<file path="config.mk">
export PLATFORM = sky130hd
export DESIGN_NAME = sqa_port_arbiter
export DESIGN_NICKNAME = d
export VERILOG_FILES = /design/src/verilog/sqa_pkg.sv /design/src/verilog/sqa_qos_pick.sv /design/src/verilog/sqa_addr_decode.sv /design/src/verilog/sqa_port_arbiter.sv
export SDC_FILE = /design/constraint.sdc
export NUM_CORES = 1
export LEC_CHECK = 0
export BUFFER_PORTS_ARGS = -buffer_cell sky130_fd_sc_hd__buf_2
export CAP_MARGIN = 20
export CORE_AREA = 2 2 240 242
export DETAILED_ROUTE_END_ITERATION = 10
export DIE_AREA = 0 0 242 244
export PLACE_DENSITY = 0.46
export SLEW_MARGIN = 10
export SYNTH_ARGS = -nofsm -noshare
export SYNTH_HDL_FRONTEND = slang
export SYNTH_HIERARCHICAL = 1
export SYNTH_SLANG_ARGS = --single-unit
</file>
<file path="constraint.sdc">
create_clock -name sys_clk -period 24.9 [get_ports sys_clk]
set_input_delay 0 -clock sys_clk [delete_from_list [all_inputs] [get_ports sys_clk]]
set_output_delay 0 -clock sys_clk [all_outputs]
set_load 0.02 [all_outputs]
</file>
<file path="src/verilog/sqa_pkg.sv">
// Shared constants and types for the SRAM service-level port arbiter.
// Assumes a single system clock and a 32-bit AHB-Lite register bus.
package sqa_pkg;

   // ------------------------------------------------------------
   // Ports, widths, service levels
   // ------------------------------------------------------------
   localparam int unsigned NPORT  = 9;
   localparam int unsigned PW     = 4;
   localparam int unsigned RAM_AW = 15;
   typedef logic [1:0] sqa_level_t;
   localparam sqa_level_t LVL_BACKGROUND = 2'h0;
   localparam sqa_level_t LVL_BANDWIDTH  = 2'h1;
   localparam sqa_level_t LVL_LATENCY    = 2'h2;
   localparam sqa_level_t LVL_CRITICAL   = 2'h3;
   localparam logic [PW-1:0] PORT_CPU   = 4'h0;
   localparam logic [PW-1:0] PORT_DEBUG = 4'h1;
   localparam logic [PW-1:0] PORT_DMAD  = 4'h2;
   localparam logic [PW-1:0] PORT_USB   = 4'h7;
   localparam logic [PW-1:0] PORT_TRACE = 4'h8;

   // ------------------------------------------------------------
   // Matrix master and slave numbering
   // ------------------------------------------------------------
   typedef logic [2:0] sqa_slave_t;
   localparam sqa_slave_t SLV_FLASH    = 3'h0;
   localparam sqa_slave_t SLV_SRAM_CPU = 3'h1;
   localparam sqa_slave_t SLV_SRAM_DBG = 3'h2;
   localparam sqa_slave_t SLV_BRIDGE_B = 3'h3;
   localparam sqa_slave_t SLV_BRIDGE_A = 3'h4;
   localparam sqa_slave_t SLV_BRIDGE_C = 3'h5;
   localparam sqa_slave_t SLV_SRAM_DMA = 3'h6;
   localparam sqa_slave_t SLV_NONE     = 3'h7;
   localparam logic [1:0] MST_CPU   = 2'h0;
   localparam logic [1:0] MST_DEBUG = 2'h1;
   localparam logic [1:0] MST_DMA   = 2'h2;
   localparam logic [1:0] MST_NONE  = 2'h3;

   // ------------------------------------------------------------
   // Address map regions
   // ------------------------------------------------------------
   typedef enum logic [2:0] {
      RGN_FLASH, RGN_RWSEC, RGN_SRAM, RGN_BRIDGE_A, RGN_BRIDGE_B, RGN_BRIDGE_C,
      RGN_IOPORT, RGN_NONE
   } sqa_region_t;
   localparam logic [31:0] BASE_FLASH    = 32'h0000_0000;
   localparam logic [31:0] BASE_RWSEC    = 32'h0040_0000;
   localparam logic [31:0] BASE_SRAM     = 32'h2000_0000;
   localparam logic [31:0] BASE_BRIDGE_A = 32'h4000_0000;
   localparam logic [31:0] BASE_BRIDGE_B = 32'h4100_0000;
   localparam logic [31:0] BASE_BRIDGE_C = 32'h4200_0000;
   localparam logic [31:0] BASE_IOPORT   = 32'h6000_0000;
   localparam logic [31:0] SIZE_FLASH    = 32'h0004_0000;
   localparam logic [31:0] SIZE_RWSEC    = 32'h0000_2000;
   localparam logic [31:0] SIZE_SRAM     = 32'h0000_8000;
   localparam logic [31:0] SIZE_BRIDGE   = 32'h0001_0000;
   localparam logic [31:0] SIZE_IOPORT   = 32'h0000_0200;

   // ------------------------------------------------------------
   // Registers: addresses and reset values
   // ------------------------------------------------------------
   localparam logic [31:0] ADDR_DEBUG_LVL = 32'h4100_201c;
   localparam logic [31:0] ADDR_CPU_LVL   = 32'h4100_c114;
   localparam logic [31:0] ADDR_LVL_CTRL  = 32'h4100_c118;
   localparam logic [31:0] ADDR_STATUS    = 32'h4100_c11c;
   localparam sqa_level_t  RST_CPU_LVL    = LVL_CRITICAL;
   localparam sqa_level_t  RST_DEBUG_LVL  = LVL_LATENCY;
   // Usb 3 in [7:6]; every dma field 2
   localparam logic [7:0]  RST_LVL_CTRL   = 8'hea;
   localparam logic [2:0]  HSIZE_WORD     = 3'h2;
   localparam int unsigned CTL_DMAD = 0;
   localparam int unsigned CTL_FTCH = 2;
   localparam int unsigned CTL_WRB  = 4;
   localparam int unsigned CTL_USB  = 6;

   // Matrix master id of a RAM port; direct ports have none
   function automatic logic [1:0] portMaster(input logic [PW-1:0] p);
      if (p == PORT_CPU) return MST_CPU;
      else if (p == PORT_DEBUG) return MST_DEBUG;
      else if (p == PORT_DMAD) return MST_DMA;
      else return MST_NONE;
   endfunction : portMaster

   // Matrix SRAM slave id of a RAM port
   function automatic sqa_slave_t portSlave(input logic [PW-1:0] p);
      if (p == PORT_CPU) return SLV_SRAM_CPU;
      else if (p == PORT_DEBUG) return SLV_SRAM_DBG;
      else if (p == PORT_DMAD) return SLV_SRAM_DMA;
      else return SLV_NONE;
   endfunction : portSlave

endpackage : sqa_pkg

</file>
<file path="src/verilog/sqa_qos_pick.sv">
// Combinational winner selection among eligible RAM requests.
// Assumes eligibility already accounts for latency and grant masking.
`timescale 1ns/100ps
module sqa_qos_pick (
   // Candidates
   input  wire logic [sqa_pkg::NPORT-1:0]                  elig,
   input  wire sqa_pkg::sqa_level_t [sqa_pkg::NPORT-1:0]   lvl,
   // Result
   output logic                                             found,
   output logic [sqa_pkg::PW-1:0]                           winner
);
   import sqa_pkg::*;

   // Scan upward; only a strictly higher level displaces, so ties keep the lowest id
   always_comb begin
      sqa_level_t best;
      best   = LVL_BACKGROUND;
      found  = 1'b0;
      winner = '0;
      for (int j = 0; j < NPORT; j++) begin
         if (elig[j] && (!found || lvl[j] > best)) begin
            found  = 1'b1;
            best   = lvl[j];
            winner = PW'(j);
         end
      end
   end

endmodule : sqa_qos_pick

</file>
<file path="src/verilog/sqa_addr_decode.sv">
// Fixed bus-matrix address decoder, region and slave id.
// Assumes a flat 32-bit byte address; nothing here is ever remapped.
`timescale 1ns/100ps
module sqa_addr_decode (
   // Address in
   input  wire logic [31:0]     addr,
   // Decode out
   output sqa_pkg::sqa_region_t region,
   output sqa_pkg::sqa_slave_t  slave
);
   import sqa_pkg::*;

   // True when a lies in [base, base+size)
   function automatic logic inside_of(input logic [31:0] a, input logic [31:0] base,
                                      input logic [31:0] size);
      return (a >= base) && ((a - base) < size);
   endfunction : inside_of

   // Constant map, no boot alias
   always_comb begin
      if (inside_of(addr, BASE_FLASH, SIZE_FLASH)) begin
         region = RGN_FLASH;
         slave  = SLV_FLASH;
      end else if (inside_of(addr, BASE_RWSEC, SIZE_RWSEC)) begin
         region = RGN_RWSEC;
         slave  = SLV_FLASH;
      end else if (inside_of(addr, BASE_SRAM, SIZE_SRAM)) begin
         region = RGN_SRAM;
         slave  = SLV_SRAM_CPU;
      end else if (inside_of(addr, BASE_BRIDGE_A, SIZE_BRIDGE)) begin
         region = RGN_BRIDGE_A;
         slave  = SLV_BRIDGE_A;
      end else if (inside_of(addr, BASE_BRIDGE_B, SIZE_BRIDGE)) begin
         region = RGN_BRIDGE_B;
         slave  = SLV_BRIDGE_B;
      end else if (inside_of(addr, BASE_BRIDGE_C, SIZE_BRIDGE)) begin
         region = RGN_BRIDGE_C;
         slave  = SLV_BRIDGE_C;
      end else if (inside_of(addr, BASE_IOPORT, SIZE_IOPORT)) begin
         region = RGN_IOPORT;
         slave  = SLV_NONE;
      end else begin
         region = RGN_NONE;
         slave  = SLV_NONE;
      end
   end

endmodule : sqa_addr_decode

</file>
<file path="src/verilog/sqa_port_arbiter.sv">
// SRAM port arbiter: nine requesters, service levels, AHB-Lite level registers.
// Assumes requesters hold request, address and data until granted, and a
// RAM that accepts one access per cycle while ramReady is high.
//
// The AHB-Lite interface to the registers was chosen for this implementation.
`timescale 1ns/100ps

// How it works
// Every RAM port has its own level, and each access carries it.
// Levels are two bits: background, bandwidth, latency, critical.
// Levels 0 and 1 wait at least one extra cycle before grant.
// Highest level wins; port number only breaks ties.
// Among equal levels, the smallest port number wins.
// Ports: cpu 0, debug 1, dma data 2, fetch 3-4, writeback 5-6; dma default 2.
// USB is direct port 7, default level 3.
// Trace buffer port 8 always carries level 3.
// CPU level in bits 1:0 at 0x4100c114, reset 3, word access only.
// Debug level in bits 1:0 at 0x4100201c, reset 2, word access only.
// Address decode is fixed and never remapped.
// Flash, rw section, sram, three bridges and io port at fixed bases.
// Matrix masters: cpu 0, debug 1, dma data 2.
// Matrix slaves: flash 0, sram ports 1 2 6, bridges B 3, A 4, C 5.
// Losers stall unchanged until granted; nothing is dropped.
// A new grant is decided every cycle the RAM is free.
module sqa_port_arbiter (
   // Clock and reset
   input  wire logic                                       sys_clk,
   input  wire logic                                       rst,
   // RAM requesters
   input  wire logic [sqa_pkg::NPORT-1:0]                  portReq,
   input  wire logic [sqa_pkg::NPORT-1:0]                  portWrite,
   input  wire logic [sqa_pkg::NPORT-1:0][sqa_pkg::RAM_AW-1:0] portAddr,
   input  wire logic [sqa_pkg::NPORT-1:0][31:0]            portWdata,
   output logic [sqa_pkg::NPORT-1:0]                       portGnt_r,
   // RAM side
   input  wire logic                                       ramReady,
   output logic                                            ramReq_r,
   output logic                                            ramWrite_r,
   output logic [sqa_pkg::RAM_AW-1:0]                      ramAddr_r,
   output logic [31:0]                                     ramWdata_r,
   output sqa_pkg::sqa_level_t                             ramLevel_r,
   output logic [sqa_pkg::PW-1:0]                          ramPort_r,
   output logic [1:0]                                      ramMaster_r,
   output sqa_pkg::sqa_slave_t                             ramSlave_r,
   // AHB-Lite register slave
   input  wire logic                                       hsel,
   input  wire logic [31:0]                                haddr,
   input  wire logic [1:0]                                 htrans,
   input  wire logic                                       hwrite,
   input  wire logic [2:0]                                 hsize,
   input  wire logic [31:0]                                hwdata,
   input  wire logic                                       hready,
   output logic                                            hreadyout,
   output logic [31:0]                                     hrdata,
   output logic                                            hresp
);
   import sqa_pkg::*;

   // ------------------------------------------------------------
   // Level registers
   // ------------------------------------------------------------
   sqa_level_t                cpuLevel_r;
   sqa_level_t                debugLevel_r;
   logic [7:0]                lvlCtrl_r;
   sqa_level_t [NPORT-1:0]    lvl;
   logic [NPORT-1:0]          waited_r;
   logic [NPORT-1:0]          elig;
   logic [NPORT-1:0]          gntNxt;
   logic                      found;
   logic [PW-1:0]             winner;
   logic                      grantNow;

   // Per-port level map; trace buffer is hard-wired critical
   always_comb begin
      lvl[0] = cpuLevel_r;
      lvl[1] = debugLevel_r;
      lvl[2] = lvlCtrl_r[CTL_DMAD +: 2];
      lvl[3] = lvlCtrl_r[CTL_FTCH +: 2];
      lvl[4] = lvlCtrl_r[CTL_FTCH +: 2];
      lvl[5] = lvlCtrl_r[CTL_WRB +: 2];
      lvl[6] = lvlCtrl_r[CTL_WRB +: 2];
      lvl[7] = lvlCtrl_r[CTL_USB +: 2];
      lvl[8] = LVL_CRITICAL;
   end

   // ------------------------------------------------------------
   // Arbitration
   // ------------------------------------------------------------
   // Low levels must have been pending a cycle already; a port whose
   // grant pulse is out is masked so a held request is not served twice
   always_comb begin
      for (int p = 0; p < NPORT; p++) begin
         elig[p] = portReq[p] && !portGnt_r[p] &&
                   (lvl[p] >= LVL_LATENCY || waited_r[p]);
      end
   end

   sqa_qos_pick u_pick (
      .elig   (elig),
      .lvl    (lvl),
      .found  (found),
      .winner (winner)
   );

   assign grantNow = ramReady && found;
   always_comb begin
      gntNxt = '0;
      gntNxt[winner] = grantNow;
   end

   // Pending-age bit per port, cleared by its grant
   always_ff @(posedge sys_clk or posedge rst) begin
      if (rst) begin
         waited_r <= '0;
      end else begin
         waited_r <= portReq & ~gntNxt & ~portGnt_r;
      end
   end

   // Grant pulse back to the requester
   always_ff @(posedge sys_clk or posedge rst) begin
      if (rst) begin
         portGnt_r <= '0;
      end else begin
         portGnt_r <= gntNxt;
      end
   end

   // Launch the access with the winner's level and matrix identity
   always_ff @(posedge sys_clk or posedge rst) begin
      if (rst) begin
         ramReq_r    <= 1'b0;
         ramWrite_r  <= 1'b0;
         ramAddr_r   <= '0;
         ramWdata_r  <= '0;
         ramLevel_r  <= LVL_BACKGROUND;
         ramPort_r   <= '0;
         ramMaster_r <= MST_NONE;
         ramSlave_r  <= SLV_NONE;
      end else begin
         ramReq_r <= grantNow;
         if (grantNow) begin
            ramWrite_r  <= portWrite[winner];
            ramAddr_r   <= portAddr[winner];
            ramWdata_r  <= portWdata[winner];
            ramLevel_r  <= lvl[winner];
            ramPort_r   <= winner;
            ramMaster_r <= portMaster(winner);
            ramSlave_r  <= portSlave(winner);
         end
      end
   end

   // ------------------------------------------------------------
   // AHB-Lite register slave
   // ------------------------------------------------------------
   sqa_region_t   region;
   sqa_slave_t    slave;
   logic          apValid;
   logic          wrPend_r;
   logic [31:0]   wrAddr_r;
   logic          hitCpu;
   logic          hitDebug;
   logic          hitCtrl;

   sqa_addr_decode u_dec (
      .addr   (haddr),
      .region (region),
      .slave  (slave)
   );

   // Registers answer only in bridge B, only to whole-word transfers
   assign apValid  = hsel && hready && htrans[1] && slave == SLV_BRIDGE_B
                     && hsize == HSIZE_WORD;
   assign hitCpu   = wrAddr_r == ADDR_CPU_LVL;
   assign hitDebug = wrAddr_r == ADDR_DEBUG_LVL;
   assign hitCtrl  = wrAddr_r == ADDR_LVL_CTRL;

   // Capture the write address phase
   always_ff @(posedge sys_clk or posedge rst) begin
      if (rst) begin
         wrPend_r <= 1'b0;
         wrAddr_r <= '0;
      end else begin
         wrPend_r <= apValid && hwrite;
         if (apValid && hwrite) begin
            wrAddr_r <= haddr;
         end
      end
   end

   // Data phase write into the level registers
   always_ff @(posedge sys_clk or posedge rst) begin
      if (rst) begin
         cpuLevel_r   <= RST_CPU_LVL;
         debugLevel_r <= RST_DEBUG_LVL;
         lvlCtrl_r    <= RST_LVL_CTRL;
      end else if (wrPend_r) begin
         if (hitCpu) begin
            cpuLevel_r <= hwdata[1:0];
         end else if (hitDebug) begin
            debugLevel_r <= hwdata[1:0];
         end else if (hitCtrl) begin
            lvlCtrl_r <= hwdata[7:0];
         end
      end
   end

   // Read data is registered at the address phase, so no wait states
   always_ff @(posedge sys_clk or posedge rst) begin
      if (rst) begin
         hrdata    <= '0;
         hreadyout <= 1'b0;
         hresp     <= 1'b0;
      end else begin
         hreadyout <= 1'b1;
         hresp     <= 1'b0;
         hrdata    <= '0;
         if (apValid && !hwrite) begin
            if (haddr == ADDR_CPU_LVL) begin
               hrdata <= {30'h0, cpuLevel_r};
            end else if (haddr == ADDR_DEBUG_LVL) begin
               hrdata <= {30'h0, debugLevel_r};
            end else if (haddr == ADDR_LVL_CTRL) begin
               hrdata <= {24'h0, lvlCtrl_r};
            end else if (haddr == ADDR_STATUS) begin
               hrdata <= {16'h0, 7'h0, ramReq_r, ramLevel_r, 2'h0, ramPort_r};
            end
         end
      end
   end

   // ------------------------------------------------------------
   // Checks
   // ------------------------------------------------------------
   logic [NPORT-1:0] reqD1_r;
   logic [NPORT-1:0] reqD2_r;
   always_ff @(posedge sys_clk or posedge rst) begin
      if (rst) begin
         reqD1_r <= '0;
         reqD2_r <= '0;
      end else begin
         reqD1_r <= portReq;
         reqD2_r <= reqD1_r;
      end
   end
endmodule : sqa_port_arbiter

</file>
### Yosys cells after proc, flatten, opt, wreduce, memory -nomap -nowiden

Index checks and enable logic that the tools add are counted.

* $add $sub $neg: 5
* magnitude comparators: 28
* eq/ne operators: 11
* multiplexer cells: 52
* bitwise logic cells: 7
* reductions and logical operators: 77

Operators with widths (number)
* $eq A32 B31 Y1 const B: 7
* $bmux W32 S4: 1
* $ge A32 B31 Y1 const B: 3
* $lt A32 B17 Y1 const B: 3
* $mux W32: 3
* $sub A32 B31 Y32 const B: 3
* $bmux W15 S4: 1
* $logic_and A1 B1 Y1: 39
* $mux W3: 11
* $ge A32 B1 Y1 const B: 1
* $ge A32 B23 Y1 const B: 1
* $ge A32 B30 Y1 const B: 1
* $lt A32 B14 Y1 const B: 1
* $lt A32 B16 Y1 const B: 1
* $lt A32 B19 Y1 const B: 1
* $sub A32 B23 Y32 const B: 1
* $sub A32 B30 Y32 const B: 1
* $mux W2: 14
* $mux W9: 3
* $logic_not A1 Y1: 18
* $and A8 B8 Y8: 2
* $logic_or A1 B1 Y1: 16
* $not A8 Y8: 2
* $mux W15: 1
* 19 further kinds: 45

* register bits: 155
* input bits: 516
* output and inout port bits: 103
* logic and storage cells: 197

### Longest topological paths before layout

Gate-level depths: netlist (run 1).

* depth in word-level cells: 44
* mapped depth: 59
* depth with buffers taken out: 56

### Hierarchy

The synthesis (run 1) kept the hierarchy.

Modules (own cells, without submodules)
* sqa_port_arbiter: times used 1, cells each 646, area an instance 8390.5 um^2, sequential area each 3293.2 um^2
* sqa_qos_pick: times used 1, cells each 119, area an instance 800.8 um^2, sequential area each 0.0 um^2
* sqa_addr_decode: times used 1, cells each 86, area an instance 568.0 um^2, sequential area each 0.0 um^2

### Least setup slack after synthesis (run 1)

No wires, ideal clock.

* path kind: register to register
* start: register portGnt_r[0] (netlist bit)
* end: register ramWdata_r[1]
* library setup time: 135 ps
* arrival: 11040 ps
* required time: 24765 ps
* setup slack: 13725 ps
* stages on the path, launching flop included: 57
* buffers on the path: 2
* period minus slack after synthesis: 11175 ps
* cells stage by stage: dfrtp_1 -> nand2b_1 -> nor2_1 -> and2_1 -> inv_1 -> ha_1 -> nand2b_1 -> a221o_1 -> a32o_1 -> ha_1 -> nor2_1 -> a31oi_1 -> inv_1 -> a211o_1 -> and2_1 -> ha_1 -> nor2_1 -> a21oi_1 -> [... 21 more ...] -> mux2_2 -> ha_1 -> nand2_1 -> o21ai_0 -> a21boi_4 -> inv_2 -> nor2_1 -> a21o_1 -> ha_1 -> a21oi_1 -> a21oi_1 -> o21a_1 -> a311oi_1 -> buf_2 -> buf_2 -> mux4_2 -> a22oi_1 -> o21ai_0

* word-level cells in the longest chain between the ends: 38
* elaborated cells between the ends (all ways): 63
* those cells by class: order compare: 8; mux: 27; reduce/logical: 28

Ends and longest elaborated chain
* start: declaration: line sqa_port_arbiter.sv:34 `output logic [sqa_pkg::NPORT-1:0] portGnt_r,`
* start signal: assignment: line sqa_port_arbiter.sv:125 `portGnt_r <= gntNxt;`
* $logic_not A1 Y1 *: line sqa_port_arbiter.sv:93 `elig[p] = portReq[p] && !portGnt_r[p] &&`
* $logic_and A1 B1 Y1 * (2 in series): line sqa_port_arbiter.sv:93
* via elig[0]: line sqa_port_arbiter.sv:67 `logic [NPORT-1:0] elig;`
* $mux W2 or $mux W1 (tied branches): line sqa_qos_pick.sv:21 `if (elig[j] && (!found || lvl[j] > best)) begin`
* $gt A2 B2 Y1 or $logic_not A1 Y1 (tied branches): line sqa_qos_pick.sv:21
* $logic_or A1 B1 Y1: line sqa_qos_pick.sv:21
* $logic_and A1 B1 Y1: line sqa_qos_pick.sv:21
* $mux W2 or $mux W1 (tied branches): line sqa_qos_pick.sv:21
* [... 23 more ...]
* $mux W2 or $mux W1 (tied branches): line sqa_qos_pick.sv:21
* $gt A2 B2 Y1 or $logic_not A1 Y1 (tied branches): line sqa_qos_pick.sv:21
* $logic_or A1 B1 Y1 *: line sqa_qos_pick.sv:21
* $logic_and A1 B1 Y1 *: line sqa_qos_pick.sv:21
* $mux W4 *: line sqa_qos_pick.sv:21
* via winner[3]: line sqa_port_arbiter.sv:70 `logic [PW-1:0] winner;`
* $bmux W32 S4 *: line sqa_port_arbiter.sv:145 `ramWdata_r <= portWdata[winner];`
* $mux W32 (implied by the code) *: line sqa_port_arbiter.sv:145
* end signal: assignment: line sqa_port_arbiter.sv:145
* end: declaration: line sqa_port_arbiter.sv:40 `output logic [31:0] ramWdata_r,`

Mark *: on every way through the listed nets, which the timed path passes. The rest lies on a longest branch. The select of a mux whose other input is x is not followed.
A chain may end at the register's enable or synchronous reset.

### Worst setup path after layout (run 1)

* start: register cpuLevel_r[1]
* end: register ramAddr_r[7] (netlist bit)

* word-level cells in the longest chain between the ends: 38
* elaborated cells between the ends (all ways): 63
* those cells by class: order compare: 9; mux: 27; reduce/logical: 27

Ends and longest elaborated chain
* start: declaration: line sqa_port_arbiter.sv:62 `sqa_level_t cpuLevel_r;`
* start signal: assignment: line sqa_port_arbiter.sv:200 `cpuLevel_r <= hwdata[1:0];`
* $ge A2 B2 Y1 *: line sqa_port_arbiter.sv:94 `(lvl[p] >= LVL_LATENCY || waited_r[p]);`
* $logic_or A1 B1 Y1 *: line sqa_port_arbiter.sv:94
* $logic_and A1 B1 Y1 *: line sqa_port_arbiter.sv:93
* via elig[0]: line sqa_port_arbiter.sv:67
* $mux W2 or $mux W1 (tied branches): line sqa_qos_pick.sv:21
* $gt A2 B2 Y1 or $logic_not A1 Y1 (tied branches): line sqa_qos_pick.sv:21
* $logic_or A1 B1 Y1: line sqa_qos_pick.sv:21
* $logic_and A1 B1 Y1: line sqa_qos_pick.sv:21
* [... 24 more ...]
* $mux W2 or $mux W1 (tied branches): line sqa_qos_pick.sv:21
* $gt A2 B2 Y1 or $logic_not A1 Y1 (tied branches): line sqa_qos_pick.sv:21
* $logic_or A1 B1 Y1 *: line sqa_qos_pick.sv:21
* $logic_and A1 B1 Y1 *: line sqa_qos_pick.sv:21
* $mux W4 *: line sqa_qos_pick.sv:21
* via winner[3]: line sqa_port_arbiter.sv:70
* $bmux W15 S4 *: line sqa_port_arbiter.sv:144 `ramAddr_r <= portAddr[winner];`
* $mux W15 (implied by the code) *: line sqa_port_arbiter.sv:144
* end signal: assignment: line sqa_port_arbiter.sv:144
* end: declaration: line sqa_port_arbiter.sv:39 `output logic [sqa_pkg::RAM_AW-1:0] ramAddr_r,`

Marks and branches as above.

==> summary.txt, run 1 <==
Buffers on Ports - 569
Cell internal pwr - 0.695 mW
Routability congestion estimate from global placement - 0.926
Die area - 0.0590 sq mm
Reg2Reg Launch Point - cpuLevel_r[1]
H-tree depth - 4
Global Route Usage Sum - 16.9%
Endpoint class of the critical path - flip-flop
TritonCTS clock tree - built
DPL Wire Length - 41.8 mm
Final-report setup violation count - 0
Setup TNS - 0 ns
Setup Buffers After CTS - 0
Share of cells above drive strength 1 - 52.4%
Worst ir drop on vdd - 0.0000522 V
Cell Area, Synth - 0.00971 sq mm
Clock share of power - 23.5%
Drt drc - 0
DRT Pass-1 Iters - 4
Antenna violations before repair - 28
Final Max Tran Viols - 0
Most common library cell in the layout ignoring fill and taps - buf_2
Register-to-Register Path Depth - 58
Switching share of power - 40.5%
Min-delay worst type - in -> reg
Final period utilization - 58.7%
Routed wire per std cell - 22.3 um
Number of global-route vias before repair - 10500
Slowest CP cell - buf_4
CTS sink cnt - 131
Total power - 1.17 mW
Clk_lat worst skew - 0.47 ns
Num CTS Buffers - 17
Net switching power - 0.474 mW
Fillers - 6090
Clock Path Buffers - 2
Startpoint Class - flip-flop
WL final - 50.7 mm
Final Hold Viols - 0
DR vias - 10200
I/O Pins - 619
RSZ-0062 raised after global routing - false
Num rows - 87
Flop2flop setup slack - 10.28 ns
Fmax - 68.4 MHz
Largest net degree at the start of global routing - 71
CTS root buf - clkbuf_16
Crit path max fanout - 42
GR Overflow Total - 0
Leakage - 6.89 nW
Measured slew at the worst slew-check pin - 1.07 ns
Mapped Cells - 841
PostCTS Resize Cnt - 0
Critical Path RT - 25.25 ns
Synth Area per Inst - 11.5 sq um
Worst hold slack - 0.0405 ns
Drt initial violations - 639
CP Class - reg -> reg
Area growth from synthesis to layout - 55.2%
Yosys warns - 6
CP peak stage delay - 0.72 ns
Worst slew margin - 28.9%
Run status - complete, no violations
Via-per-instance ratio - 4.46
Antenna-violating nets left - 0
Initial core utilization - 17.3%
Die X - 242 um
Worst R2R End - ramAddr_r[7]
Post-layout net count - 2030
Die Ht - 244 um
CP Launch Point - cpuLevel_r[1]
Core area - 0.0562 sq mm
Worst EP arrival - 14.97 ns
CTS clk-pin slew, worst paths - 0.06 ns
Crit path to - ramAddr_r[7]
Pwr Density - 77.6 mW/mm^2
Reg power frac - 25.1%
First-pass GRT wire length - 72.0 mm
Final clock skew - 0.0155 ns
Combinational Power Share - 51.4%
Period minus WS final - 14.62 ns
Cell mode on critical path - nor2_1
Max cap viols - 0
Commonest cells after routing, fill and taps aside - 569 x buf_2, 119 x dfrtp_1, 114 x dlygate4sd3_1, 98 x mux4_2, 61 x nor2_1
==> per-stage QoR <==
step	util, %	instances	cell area (sq um)	setup WS (ns)
6_report	26.8	2278	15100	10.28
3_5_place_dp	23.6	2120	13300	10.50
5_1_grt	26.8	2277	15100	9.03
2_1_floorplan	-	866	9800	13.72
4_1_cts	26.8	2266	15000	10.13
3_3_place_gp	23.6	2119	13300	10.50
==> worst max-delay path: cells and delay by family (launching register included) <==
kind,cells,cell delay [ns]
fa+ha+maj,9,2.58
buf+inv,7,2.78
flops,1,0.57
simple gates,16,2.03
mux,3,1.17
compound gates,23,5.31
==> state kept, by name, indices dropped and copies added (netlist names), 2 cells and up <==
register and cells:
ramWdata_r 32, cpuLevel_r 2, ramLevel_r 2, ramSlave_r 2, debugLevel_r 2, portGnt_r 9
hrdata 9, waited_r 8, lvlCtrl_r 8, ramPort_r 4, ramAddr_r 15, wrAddr_r 32
ramMaster_r 2
==> worst min path at each step <==
stage	end	slack (ns)	startpoint	depth (start not counted)
finish	ramWdata_r[30]	0.04	portWdata[126]	4
global route	ramWdata_r[20]	0.04	portWdata[116]	4
CTS	ramWdata_r[31]	0.0003	portWdata[95]	4
detailed placement	wrAddr_r[16]	0.16	rst	2
global placement	wrAddr_r[16]	0.16	rst	2
floorplan	ramAddr_r[10]	0.14	portAddr[130]	2
==> layer usage <==
metal	up-vias	track usage, %	part of all wire, %
li1	4565	-	-
met1	5060	19.4	39
met2	434	28.8	50
met3	92	4.93	6.5
met4	12	8.06	4.0
met5	-	0	0.14
==> final cells by class <==
cell class                 count  area [sq um]  area share [%]
sequential                   131          3290            21.9
inverter                      23          91.3           0.606
clock inverter                11           149           0.989
timing repair buffer         692          4070            27.0
tap                          756           946            6.28
multi-input combinational    632          6010            39.9
clock buffer                  21           470            3.12
antenna                       12          30.0           0.199
==> power groups by stage <==
stage / sequential (mW) / clock [mW] / combinational (mW)
3_5_place_dp: 0.297 / 0 / 0.581
3_3_place_gp: 0.296 / 0 / 0.577
2_1_floorplan: 0.352 / 0 / 0.303
6_report: 0.294 / 0.275 / 0.600
4_1_cts: 0.294 / 0.285 / 0.613
5_1_grt: 0.300 / 0.294 / 0.648
==> repair_timing <==
action,CTS,global route
endpoints found under the hold margin,173,0
hold buffers,114,0
endpoints found under the setup margin,0,0
Note: power is estimated with default switching activity, not from simulation.
==> run 2, diff against run 1 <==
- PLACE_DENSITY: 0.46 -> 0.48
- clock period: 24.9 -> 12.3 ns (I/O delays scaled with it)
==> run 2 against run 1 <==
  * Wire length grew 1.9%
  * Largest cell class unchanged
  * Highest routed layer unchanged
  * Critical path type unchanged
  * Non-clock buffer count increased by 72
  * Largest power group unchanged
  * Critical endpoint is now ramAddr_r[8]
  * Clock skew decreased by 0.0014 ns
  * First-iteration DRC count shrank 21%
==> summary.txt, run 2 (same netlist as run 1, synthesis figures left out) <==
Slowest CP cell - dfstp_2
Initial core utilization - 17.3% (unchanged)
Routed wire per std cell - 22.0 um (-1.1%)
DRT Pass-1 Iters - 5 (+1)
Worst ir drop on vdd - 0.000114 V (+120%)
Die X - 242 um (unchanged)
Drt drc - 0 (unchanged)
Area growth from synthesis to layout - 62.7%
Final clock skew - 0.0141 ns (-0.00139 ns)
Run status - complete, no violations
Commonest cells after routing, fill and taps aside - 569 x buf_2, 151 x dlygate4sd3_1, 119 x dfrtp_1, 98 x mux4_2, 60 x nor2_1
Period minus WS final - 11.53 ns (-3.09 ns)
Final period utilization - 93.7% (+35 points)
Clock share of power - 22.0% (-1.5 points)
Worst slew margin - 42.9% (+14 points)
Fillers - 5971 (-2.0%)
Max cap viols - 0 (unchanged)
Num CTS Buffers - 17 (unchanged)
CP Launch Point - cpuLevel_r[1]
First-pass GRT wire length - 72.1 mm (+0.16%)
Share of cells above drive strength 1 - 52.7% (+0.27 points)
Antenna violations before repair - 17 (-39%)
Num rows - 87 (unchanged)
CTS clk-pin slew, worst paths - 0.07 ns (about the same)
Setup TNS - 0 ns (unchanged)
WL final - 51.7 mm (+1.9%)
Number of global-route vias before repair - 11100 (+5.4%)
Crit path max fanout - 13 (-69%)
Via-per-instance ratio - 4.43 (-0.66%)
Post-layout net count - 2102 (+3.5%)
Pwr Density - 153 mW/mm^2 (+98%)
H-tree depth - 4 (unchanged)
Top Registers - ramWdata_r (32), wrAddr_r (32), ramAddr_r (15)
Reg2Reg Launch Point - cpuLevel_r[1]
M2 GR Usage - 28.6% (-0.26 points)
Critical Path RT - 12.65 ns (-12.60 ns)
Busiest layer in global routing - met2
Worst Hold Launch - portWdata[30]
Min-delay worst type - in -> reg
Cell mode on critical path - nor2_1
CTS sink cnt - 131 (unchanged)
Reg power frac - 24.7% (-0.4 points)
Antenna-violating nets left - 0 (unchanged)
Multi-input logic area - 0.00604 sq mm (+0.52%)
TritonCTS clock tree - built
Leakage - 7.22 nW (+4.9%)
Final-report setup violation count - 0 (unchanged)
Switching share of power - 42.2% (+1.6 points)
Routability congestion estimate from global placement - 0.933 (+0.76%)
CTS root buf - clkbuf_16
CP peak stage delay - 0.58 ns (-0.14 ns)
Clk_lat worst skew - 0.49 ns (+0.02 ns)
DR vias - 10400 (+2.4%)
Clock Path Buffers - 2 (unchanged)
Core area - 0.0562 sq mm (unchanged)
Buffers on Ports - 569 (unchanged)
Final Max Tran Viols - 0 (unchanged)
Worst EP arrival - 11.88 ns (-3.09 ns)
Drt initial violations - 504 (-21%)
Cell internal pwr - 1.40 mW (+100%)
RSZ-0062 raised after global routing - false
Combinational Power Share - 53.3% (+1.9 points)
I/O Pins - 619 (unchanged)
CP Class - reg -> reg
Global Route Usage Sum - 16.9% (+0.034 points)
GR Overflow Total - 0 (unchanged)
Endpoint class of the critical path - flip-flop
Die area - 0.0590 sq mm (unchanged)
Die Ht - 244 um (unchanged)
DPL Wire Length - 42.4 mm (+1.5%)
Startpoint Class - flip-flop
Reg area - 0.00329 sq mm (unchanged)
Measured slew at the worst slew-check pin - 0.856 ns (-0.210 ns)
Met1 GRT Util - 18.8% (-0.57 points)
Most common library cell in the layout ignoring fill and taps - buf_2
Final Hold Viols - 0 (unchanged)
Met3 GRT Util - 5.16% (+0.23 points)
Total power - 2.42 mW (+110%)
Largest net degree at the start of global routing - 71 (unchanged)
Fmax - 86.7 MHz (+27%)
Net switching power - 1.02 mW (+120%)
run 2: power by group through the flow:
stage	combinational [mW]	clock, mW	sequential [mW]
CTS	1.30	0.560	0.600
floorplan	0.613	0	0.712
global route	1.40	0.571	0.612
global placement	1.25	0	0.605
detailed placement	1.26	0	0.607
finish	1.29	0.534	0.599
run 2: metrics by stage:
stage               setup WS [ns]  hold slack [ns]  utilization [%]  cells  instance area, sq um
finish                      0.769           0.0355             28.1   2347                 15800
global route               0.0373           0.0376             28.1   2347                 15800
CTS                         0.186        0.0000940             27.9   2331                 15700
detailed placement          0.271            0.169             24.2   2148                 13600
global placement            0.233            0.157             24.2   2148                 13600
floorplan                    1.12            0.139                -    866                  9800
run 2: metal layers:
metal  vias up  share of wire, %
met1      5152                38
met5         -             0.079
met2       431                49
li1       4702                 -
met3       111               6.6
met4         6               5.7
run 2: worst paths after layout:
kind	to	slack, ns	cells past startpoint
max reg2reg	ramAddr_r[8]	0.77	56
max in group asynchronous	ramWdata_r[14]	10.79	4
min reg2reg	wrAddr_r[4]	0.50	1
min	ramWdata_r[30]	0.04	4
min in group asynchronous	wrAddr_r[16]	0.18	3
max	ramAddr_r[8]	0.77	56
run 2: critical path, delay by kind of cell, from the launching register on:
kind | cells | cell delay [ns]
AO/OA/AOI/OAI | 23 | 4.68
adder cells (fa/ha/maj) | 9 | 2.54
AND/OR/NAND/NOR | 17 | 1.88
buffers and inverters | 4 | 0.56
multiplexers | 3 | 1.14
flip-flops | 1 | 0.58
run 2: final cells by class:
type / instances / area share [%]
Antenna cell: 9 / 0.143
Clock buffer: 17 / 2.69
Clock inverter: 15 / 1.03
Inverter: 23 / 0.578
Multi-Input combinational cell: 632 / 38.3
Sequential cell: 131 / 20.8
Tap cell: 756 / 5.99
Timing Repair Buffer: 764 / 30.5
run 2: what timing repair did:
action / 4_1_cts / 5_1_grt
endpoints found under the hold margin: 177 / 0
hold buffers: 151 / 0
resized for setup: 0 / 11
setup buffers: 0 / 6
endpoints found under the setup margin: 0 / 67
